$ cat config.mk
export PLATFORM = sky130hd
export DESIGN_NAME = gt_timer
export DESIGN_NICKNAME = d
export VERILOG_FILES = /design/src/gt_pkg.sv /design/src/gt_sync.sv /design/src/gt_timer.sv
export SDC_FILE = /design/constraint.sdc
export NUM_CORES = 1
export LEC_CHECK = 0
export BUFFER_PORTS_ARGS = -buffer_cell sky130_fd_sc_hd__clkbuf_2
export CAP_MARGIN = 10
export CORE_MARGIN = 2
export CORE_UTILIZATION = 58
export CTS_CLUSTER_DIAMETER = 100
export CTS_CLUSTER_SIZE = 12
export DETAILED_ROUTE_END_ITERATION = 6
export GPL_TIMING_DRIVEN = 0
export MAX_ROUTING_LAYER = met4
export PLACE_DENSITY_LB_ADDON = 0.15
export SYNTH_ARGS = -nofsm -noshare
export SYNTH_HDL_FRONTEND = slang
export SYNTH_SLANG_ARGS = --single-unit
$ cat constraint.sdc
create_clock -name mclk_i -period 2.8 [get_ports mclk_i]
set_clock_uncertainty 0.2 [all_clocks]
set_input_delay 0.14 -clock mclk_i [delete_from_list [all_inputs] [get_ports mclk_i]]
set_output_delay 0.14 -clock mclk_i [all_outputs]
set_load 0.005 [all_outputs]
$ cat src/gt_pkg.sv
// Shared constants and types of the gated 16-bit timer
package gt_pkg;
   // Register offsets on the plain register port
   localparam logic [7:0] OFS_CORE_CTRL = 8'h0b;
   localparam logic [7:0] OFS_FLAG = 8'h0c;
   localparam logic [7:0] OFS_COUNT_LO = 8'h0e;
   localparam logic [7:0] OFS_COUNT_HI = 8'h0f;
   localparam logic [7:0] OFS_CTRL = 8'h10;
   localparam logic [7:0] OFS_CMP_CTRL = 8'h1a;
   localparam logic [7:0] OFS_ENABLE = 8'h8c;
   // Field positions
   localparam int BIT_GIE = 7;
   localparam int BIT_PERIPHERAL_IRQ_ENABLE = 6;
   localparam int BIT_ROLL = 0;
   localparam int BIT_GSS = 1;
   // Reset values
   localparam logic [7:0] RST_CTRL = 8'h00;
   localparam logic [15:0] RST_COUNT = 16'h0000;
   localparam logic RST_GSS = 1'b1;
   // Count limits and divider
   localparam logic [15:0] COUNT_MAX = 16'hffff;
   localparam logic [1:0] QDIV_LAST = 2'h3;
   localparam logic [2:0] PRE_LIM_1 = 3'h0;
   localparam logic [2:0] PRE_LIM_2 = 3'h1;
   localparam logic [2:0] PRE_LIM_4 = 3'h3;
   localparam logic [2:0] PRE_LIM_8 = 3'h7;
   // Synchronised pin lanes
   localparam int SYN_W = 4;
   localparam int LN_EXT = 0;
   localparam int LN_LPO = 1;
   localparam int LN_GATE = 2;
   localparam int LN_CMP = 3;

   // Control register layout, bit 7 down to bit 0
   typedef struct packed {
      logic gate_invert;
      logic gate_enable_bit;
      logic [1:0] prescale_select;
      logic lp_osc_enable;
      logic sync_disable;
      logic clock_source_select;
      logic counter_on;
   } gt_ctrl_t;

   // One register port request
   typedef struct packed {
      logic wr;
      logic rd;
      logic [7:0] addr;
      logic [7:0] wdata;
   } gt_req_t;
endpackage : gt_pkg

$ cat src/gt_sync.sv
// Two-flop synchroniser for the asynchronous timer pins
`timescale 1ns/10ps
module gt_sync (
   input wire logic mclk_i,
   input wire logic rst_n_i,
   input wire logic [gt_pkg::SYN_W-1:0] async_i,
   output logic [gt_pkg::SYN_W-1:0] sync_o
);
   // Both stages of every lane
   typedef struct packed {
      logic [gt_pkg::SYN_W-1:0] meta;
      logic [gt_pkg::SYN_W-1:0] safe;
   } gt_sync_st_t;

   gt_sync_st_t st; // Registered state
   gt_sync_st_t next_st; // Next state

   // First stage feeds only the second stage
   always_comb
   begin
      next_st.meta = async_i;
      next_st.safe = st.meta;
   end

   // State register
   always_ff @(posedge mclk_i or negedge rst_n_i)
   begin
      if (!rst_n_i)
      begin
         st <= '0;
      end
      else
      begin
         st <= next_st;
      end
   end

   assign sync_o = st.safe;
endmodule : gt_sync

$ cat src/gt_timer.sv
// Gated 16-bit timer/counter with prescaler, register port and interrupt
//
// Local design decision: strobed register access.
`timescale 1ns/10ps
module gt_timer (
   input wire logic mclk_i,
   input wire logic rst_n_i,
   input wire logic [7:0] addr_i,
   input wire logic [7:0] wdata_i,
   input wire logic wr_i,
   input wire logic rd_i,
   output logic [7:0] rdata_o,
   input wire logic timer_ext_clock_pin_i,
   input wire logic lp_osc_clock_i,
   input wire logic gate_input_pin_i,
   input wire logic comparator_two_output_i,
   input wire logic internal_oscillator_no_clock_output_pin_i,
   input wire logic sleep_i,
   output logic lp_osc_en_o,
   output logic irq_o,
   output logic wake_o
);
   // Whole module state
   typedef struct packed {
      gt_pkg::gt_ctrl_t ctrl;
      logic gss;
      logic flag;
      logic ie;
      logic peripheral_irq_enable;
      logic global_irq_enable;
      logic [15:0] count;
      logic [2:0] pre;
      logic [1:0] qdiv;
      logic armed;
      logic prev_clk;
      logic pend;
      logic [7:0] rdata;
      logic irq;
      logic wake;
      logic lposc;
   } gt_st_t;

   gt_st_t st; // Registered state
   gt_st_t next_st; // Next state
   gt_pkg::gt_req_t req; // Bundled register request
   logic [gt_pkg::SYN_W-1:0] pins; // Synchronised pins
   logic src_clk; // Selected external clock level
   logic rise; // Rising edge of that clock
   logic fall; // Falling edge of that clock
   logic tick; // Instruction cycle enable
   logic gate_raw; // Selected gate source
   logic gate_open; // Gate allows counting
   logic in_evt; // Event entering the prescaler
   logic inc; // Prescaler output, count step
   logic cnt_wr; // Software writes a count byte
   logic flag_clr; // Software clears the flag
   logic [2:0] pre_lim; // Prescaler terminal value

   assign req = '{wr: wr_i, rd: rd_i, addr: addr_i, wdata: wdata_i};

   // Pins from outside pass two flops first
   gt_sync u_sync (
      .mclk_i(mclk_i),
      .rst_n_i(rst_n_i),
      .async_i({comparator_two_output_i, gate_input_pin_i, lp_osc_clock_i, timer_ext_clock_pin_i}),
      .sync_o(pins)
   );

   // Event decode, gate and prescaler
   always_comb
   begin
      // Fosc/4 divider, halted in sleep
      tick = (st.qdiv == gt_pkg::QDIV_LAST) && !sleep_i;
      // LP oscillator replaces the pin when allowed
      if (st.ctrl.lp_osc_enable && internal_oscillator_no_clock_output_pin_i)
      begin
         src_clk = pins[gt_pkg::LN_LPO];
      end
      else
      begin
         src_clk = pins[gt_pkg::LN_EXT];
      end
      rise = src_clk && !st.prev_clk;
      fall = !src_clk && st.prev_clk;
      // Gate source and polarity
      gate_raw = st.gss ? pins[gt_pkg::LN_CMP] : pins[gt_pkg::LN_GATE];
      gate_open = !st.ctrl.gate_enable_bit || !(gate_raw ^ st.ctrl.gate_invert);
      // Source of counting events
      if (!st.ctrl.clock_source_select)
      begin
         in_evt = tick;
      end
      else if (st.ctrl.sync_disable)
      begin
         in_evt = rise && st.armed;
      end
      else
      begin
         in_evt = tick && st.pend;
      end
      in_evt = in_evt && st.ctrl.counter_on && gate_open;
      // Terminal value per prescale setting
      case (st.ctrl.prescale_select)
         2'h0: pre_lim = gt_pkg::PRE_LIM_1;
         2'h1: pre_lim = gt_pkg::PRE_LIM_2;
         2'h2: pre_lim = gt_pkg::PRE_LIM_4;
         2'h3: pre_lim = gt_pkg::PRE_LIM_8;
         default: pre_lim = gt_pkg::PRE_LIM_1;
      endcase
      inc = in_evt && (st.pre == pre_lim);
      cnt_wr = req.wr && (req.addr == gt_pkg::OFS_COUNT_LO || req.addr == gt_pkg::OFS_COUNT_HI);
      // Read of the flag register, or a zero written, clears it
      flag_clr = (req.rd && req.addr == gt_pkg::OFS_FLAG)
         || (req.wr && req.addr == gt_pkg::OFS_FLAG && !req.wdata[gt_pkg::BIT_ROLL]);
   end

   // Next state
   always_comb
   begin
      next_st = st;
      next_st.qdiv = sleep_i ? st.qdiv : st.qdiv + 2'h1;
      next_st.prev_clk = src_clk;
      // Arm on a falling edge, disarm when stopped
      if (!st.ctrl.counter_on || !st.ctrl.clock_source_select)
      begin
         next_st.armed = 1'b0;
      end
      else if (fall)
      begin
         next_st.armed = 1'b1;
      end
      // Edge waits for the next instruction cycle
      if (!st.ctrl.clock_source_select || st.ctrl.sync_disable)
      begin
         next_st.pend = 1'b0;
      end
      else if (rise && st.armed)
      begin
         next_st.pend = 1'b1;
      end
      else if (tick)
      begin
         next_st.pend = 1'b0;
      end
      // Prescaler advance
      if (in_evt)
      begin
         next_st.pre = inc ? 3'h0 : st.pre + 3'h1;
      end
      // Count step and wrap
      if (inc)
      begin
         next_st.count = st.count + 16'h0001;
      end
      // Flag: set beats clear
      if (flag_clr)
      begin
         next_st.flag = 1'b0;
      end
      if (inc && st.count == gt_pkg::COUNT_MAX)
      begin
         next_st.flag = 1'b1;
      end
      // Register writes
      if (req.wr)
      begin
         case (req.addr)
            gt_pkg::OFS_CTRL: next_st.ctrl = req.wdata;
            gt_pkg::OFS_COUNT_LO: next_st.count[7:0] = req.wdata;
            gt_pkg::OFS_COUNT_HI: next_st.count[15:8] = req.wdata;
            gt_pkg::OFS_CMP_CTRL: next_st.gss = req.wdata[gt_pkg::BIT_GSS];
            gt_pkg::OFS_ENABLE: next_st.ie = req.wdata[gt_pkg::BIT_ROLL];
            gt_pkg::OFS_CORE_CTRL:
            begin
               next_st.global_irq_enable = req.wdata[gt_pkg::BIT_GIE];
               next_st.peripheral_irq_enable = req.wdata[gt_pkg::BIT_PERIPHERAL_IRQ_ENABLE];
            end
            default: next_st.ctrl = st.ctrl;
         endcase
      end
      // Count byte write clears the hidden prescaler
      if (cnt_wr)
      begin
         next_st.pre = 3'h0;
      end
      // Read data stand in the following cycle
      next_st.rdata = 8'h00;
      if (req.rd)
      begin
         case (req.addr)
            gt_pkg::OFS_CTRL: next_st.rdata = st.ctrl;
            gt_pkg::OFS_COUNT_LO: next_st.rdata = st.count[7:0];
            gt_pkg::OFS_COUNT_HI: next_st.rdata = st.count[15:8];
            gt_pkg::OFS_FLAG: next_st.rdata = {7'h00, st.flag};
            gt_pkg::OFS_ENABLE: next_st.rdata = {7'h00, st.ie};
            gt_pkg::OFS_CMP_CTRL: next_st.rdata = {6'h00, st.gss, 1'b0};
            gt_pkg::OFS_CORE_CTRL: next_st.rdata = {st.global_irq_enable, st.peripheral_irq_enable, 6'h00};
            default: next_st.rdata = 8'h00;
         endcase
      end
      // Interrupt needs all three enables
      next_st.irq = next_st.flag && next_st.ie && next_st.peripheral_irq_enable && next_st.global_irq_enable;
      // Wake from sleep without the global enable
      next_st.wake = next_st.flag && next_st.ie && next_st.peripheral_irq_enable && sleep_i;
      next_st.lposc = next_st.ctrl.lp_osc_enable && internal_oscillator_no_clock_output_pin_i;
   end

   // State register
   always_ff @(posedge mclk_i or negedge rst_n_i)
   begin
      if (!rst_n_i)
      begin
         st <= '0;
         st.ctrl <= gt_pkg::RST_CTRL;
         st.count <= gt_pkg::RST_COUNT;
         st.gss <= gt_pkg::RST_GSS;
      end
      else
      begin
         st <= next_st;
      end
   end

   // Outputs straight from flops
   assign rdata_o = st.rdata;
   assign irq_o = st.irq;
   assign wake_o = st.wake;
   assign lp_osc_en_o = st.lposc;

   // Wrap lands on zero with the flag set
   chk_wrap_zero: assert property (@(posedge mclk_i) disable iff (!rst_n_i)
      (inc && st.count == gt_pkg::COUNT_MAX && !cnt_wr) |=> (st.count == 16'h0000 && st.flag))
      else $error("wrap did not reach zero with flag");

   // Interrupt only with every enable
   chk_irq_enables: assert property (@(posedge mclk_i) disable iff (!rst_n_i)
      irq_o |-> (st.flag && st.ie && st.peripheral_irq_enable && st.global_irq_enable))
      else $error("interrupt without all enables");

   // Flag holds until software clears it
   chk_flag_sticky: assert property (@(posedge mclk_i) disable iff (!rst_n_i)
      (st.flag && !flag_clr) |=> st.flag)
      else $error("rollover flag lost");

   // Count write clears the prescaler
   chk_pre_clear: assert property (@(posedge mclk_i) disable iff (!rst_n_i)
      cnt_wr |=> (st.pre == 3'h0))
      else $error("prescaler not cleared by count write");

   // Events short of the terminal value leave the count alone
   chk_pre_limit: assert property (@(posedge mclk_i) disable iff (!rst_n_i)
      (in_evt && st.pre != pre_lim && !cnt_wr) |=> (st.count == $past(st.count)))
      else $error("count step off the prescale ratio");

   // Stopped counter holds its value
   chk_stop_hold: assert property (@(posedge mclk_i) disable iff (!rst_n_i)
      (!st.ctrl.counter_on && !cnt_wr) |=> (st.count == $past(st.count)))
      else $error("count moved while stopped");

   // Closed gate holds the count
   chk_gate_hold: assert property (@(posedge mclk_i) disable iff (!rst_n_i)
      (st.ctrl.gate_enable_bit && (gate_raw ^ st.ctrl.gate_invert) && !cnt_wr)
      |=> (st.count == $past(st.count)))
      else $error("count moved with gate closed");

   // Timer mode steps on instruction cycles
   chk_timer_tick: assert property (@(posedge mclk_i) disable iff (!rst_n_i)
      (!st.ctrl.clock_source_select && in_evt) |-> (st.qdiv == gt_pkg::QDIV_LAST && !sleep_i))
      else $error("timer event off the instruction cycle");

   // Counter mode needs a prior falling edge
   chk_arm_first: assert property (@(posedge mclk_i) disable iff (!rst_n_i)
      (st.ctrl.clock_source_select && in_evt) |-> st.armed)
      else $error("edge counted before falling edge");

   // Synchronous counting waits for an instruction cycle
   chk_sync_tick: assert property (@(posedge mclk_i) disable iff (!rst_n_i)
      (st.ctrl.clock_source_select && !st.ctrl.sync_disable && in_evt) |-> tick)
      else $error("synchronous edge counted off cycle");

   // Sleep does not hold back free-running counting
   chk_sleep_count: assert property (@(posedge mclk_i) disable iff (!rst_n_i)
      (sleep_i && st.ctrl.counter_on && st.ctrl.clock_source_select && st.ctrl.sync_disable
      && gate_open && rise && st.armed) |-> in_evt)
      else $error("asynchronous edge lost in sleep");

   // Internal clock feeds every open instruction cycle
   chk_int_step: assert property (@(posedge mclk_i) disable iff (!rst_n_i)
      (!st.ctrl.clock_source_select && st.ctrl.counter_on && gate_open && tick) |-> in_evt)
      else $error("instruction cycle not counted");
endmodule : gt_timer

==> qor.yml <==
worst_setup_path:
  crit_path_end_kind: "register"
  r2r-start: "st[43]"
  regToRegEndpoint: "st[27]"
  cp_data_required_time_ns: 2.80
  worstSetupStartpointType: "primary input"
  ff2ff_path_depth: 7
  r2r_slack_ns: 0.30
  worstPathArrival_ns: 2.64
  critPathMaxFanout: 10
  worstSetupPathType: "in2reg"
drt:
  firstDrtPassIters: 5
  first_iter_violations: 158
  routed_wl_um: 6790
  drc: 0
  dr_total_vias: 2416
  ant_nets: 0
  post_drt_wl_per_cell_um: 16.5
  viasPerCell: 5.88
synth:
  synth_nets: 310
  yosysUniqueCellTypes: 50
  yosysSeqAreaShare: 0.473
  ys_async_sr_fraction: 1.00
  ys_warn_count: 0
  syn_area_um2: 2970
  syn_area_per_cell_um2: 10.6
  post-synth-top-area-cell: "dfrtp_1"
  syn_inst: 281
  synth_edf_count: 0
  yosys-top-cells-area: "dfrtp_1, mux2_2, xnor2_1"
  synth_flop_cell: "dfrtp_1"
  synth-seq-cells: 56
  yosysTopAreaCellShare: 0.464
cells_and_area:
  final_cell_mix: "dfrtp_1, clkbuf_2, nand2_1, mux2_2, nor2_1"
  area_growth_pct: 18.4
  diodes: 0
  nets: 369
  drive_gt1_frac: 0.276
  fin_area_um2: 3510
  layout_commonest_cell: "dfrtp_1"
timing:
  worstMarginPinSlew_ns: 0.656
  rsz0062_at_grt: "no"
  setup_viol: 0
  fin_crit_sh: 0.942
  max_freq_mhz: 379
  hold_violations: 0
  hold_ws_ns: 0.0553
  finalMaxSlewViolations: 0
  final.setup.tns_ns: 0
  slew-limit-headroom: 0.562
  post-route-min-period_ns: 2.64
worst_hold_path:
  min_to: "rdata_o[5]"
  hold-path-cell-count: 3
  hold_class: "in2reg"
  hold_path_startpoint: "rd_i"
die:
  ios: 37
  start_util: 0.592
  die_area_um2: 5700
  core_area_um2: 5010
  placementRows: 26
  die_y_um: 75.5
  die_x_um: 75.5
outcome:
  status: "finished clean"
clock_network:
  ctsHtreeMaxLevel: 2
  cts_tree: "done"
  cts-root-buf: "clkbuf_8"
  clockBufferDepth: 2
  clk-insertion-delay-late_ns: 0.31
  cts_buffers: 5
  clk_pin_slew_ns: 0.10
  clock_sinks: 56
pwr:
  ir_worst_vdd_uv: 395
  power_density_nw_per_um2: 454
  p_leak_uw: 0.00152
grt:
  gr-total-overflow: 0
  grt_max_degree: 32
  grt_pass1_wl_um: 10700
  grt_pass1_vias: 2187
  track_usage: 0.260
  grt_antenna_before_repair: 0
placement:
  portBuffers: 34
  hpwl_um: 4680
  place.gp.congestion: 0.925
  postPlaceCellArea_um2: 3240
run:
  maxCapViolations: 0
[synth_stat cells (2+ instances only)]
| master | number |
|---|---|
| a21oi_1 | 17 |
| a222oi_1 | 2 |
| a22oi_1 | 6 |
| and2_1 | 5 |
| and4_1 | 4 |
| buf_1 | 3 |
| buf_2 | 3 |
| buf_4 | 10 |
| clkbuf_1 | 3 |
| dfrtp_1 | 55 |
| ha_1 | 3 |
| inv_1 | 7 |
| mux2_2 | 21 |
| mux2i_1 | 3 |
| nand2_1 | 21 |
| nand2b_1 | 3 |
| nand3_1 | 8 |
| nand4_1 | 9 |
| nand4b_1 | 3 |
| nor2_1 | 19 |
| nor2b_1 | 4 |
| nor3_1 | 4 |
| nor3b_1 | 3 |
| nor4_1 | 7 |
| nor4_2 | 6 |
| o21ai_0 | 5 |
| o21ai_1 | 6 |
| or3_1 | 3 |
| xnor2_1 | 15 |
| xor2_1 | 3 |
[area by class of cell]
| class | instances | area (um^2) |
|---|---|---|
| inverter | 7 | 26.3 |
| tap | 70 | 87.6 |
| timing repair buffer | 52 | 360 |
| clock buffer | 5 | 68.8 |
| sequential | 56 | 1400 |
| multi-input combinational | 198 | 1420 |
| buffer | 20 | 124 |
| clock inverter | 3 | 23.8 |
| fill | 396 | 1500 |
[per-stage QoR]
step	util	total power, uW	setup slack [ns]	instances
after detailed placement	0.648	1130	0.262	386
after global placement	0.644	1120	0.283	385
after floorplan	-	1050	0.617	281
final	0.701	1590	0.164	411
after global routing	0.701	1670	0.0648	411
after CTS	0.700	1600	0.0422	411
[registers in the layout (all words and copies together) (netlist names)]
| register | cells |
|---|---|
| st | 37 |
| irq_o | 1 |
| rdata_o | 8 |
| wake_o | 1 |
| u_sync.sync_o | 4 |
| lp_osc_en_o | 1 |
| u_sync.next_st | 4 |
[cells by family (layout without fill, tap and decap cells)]
logic type / after synthesis / count (layout) / synth area share
fa+ha+maj: 3 / 3 / 0.0127
buf+inv: 27 / 87 / 0.0506
compound gates: 43 / 43 / 0.0957
mux: 25 / 25 / 0.0936
xor+xnor: 18 / 18 / 0.0531
flops: 56 / 56 / 0.473
simple gates: 109 / 109 / 0.221
[critical path, stage by stage]
cell and delay, ns:
dlygate4sd3_1 0.54, clkbuf_2 0.15, or3_1 0.40, nor3_4 0.39, and2_1 0.31, nand2_1 0.25, buf_2 0.30, nor2_1 0.11
a21oi_1 0.05
[what timing repair did]
action | CTS | global route
setup endpoints to repair | 0 | 8
hold buffers | 17 | 0
setup buffers | 0 | 0
hold endpoints to repair | 61 | 0
resized for setup | 0 | 1
[where the power goes]
part / internal, uW / total [uW] / switching, uW
combinational: 112 / 222 / 110
sequential: 862 / 916 / 54.1
clock: 178 / 457 / 279
[layer usage]
layer,global-route usage,share of wire,vias up
met5,-,0,-
met4,0.0975,0.027,0
met3,0.0450,0.058,23
met2,0.378,0.47,100
met1,0.366,0.44,1169
li1,-,-,1124
[worst max-delay path by stage]
stage / end / cells after the start / slack [ns] / from
finish: st[33] / 9 / 0.16 / addr_i[7]
CTS: st[33] / 9 / 0.04 / addr_i[7]
detailed placement: st[33] / 8 / 0.26 / addr_i[7]
global placement: st[33] / 8 / 0.28 / addr_i[7]
floorplan: wake_o / 6 / 0.62 / st[39]
global route: st[34] / 9 / 0.06 / addr_i[7]
(Power assumes the default switching activity.)
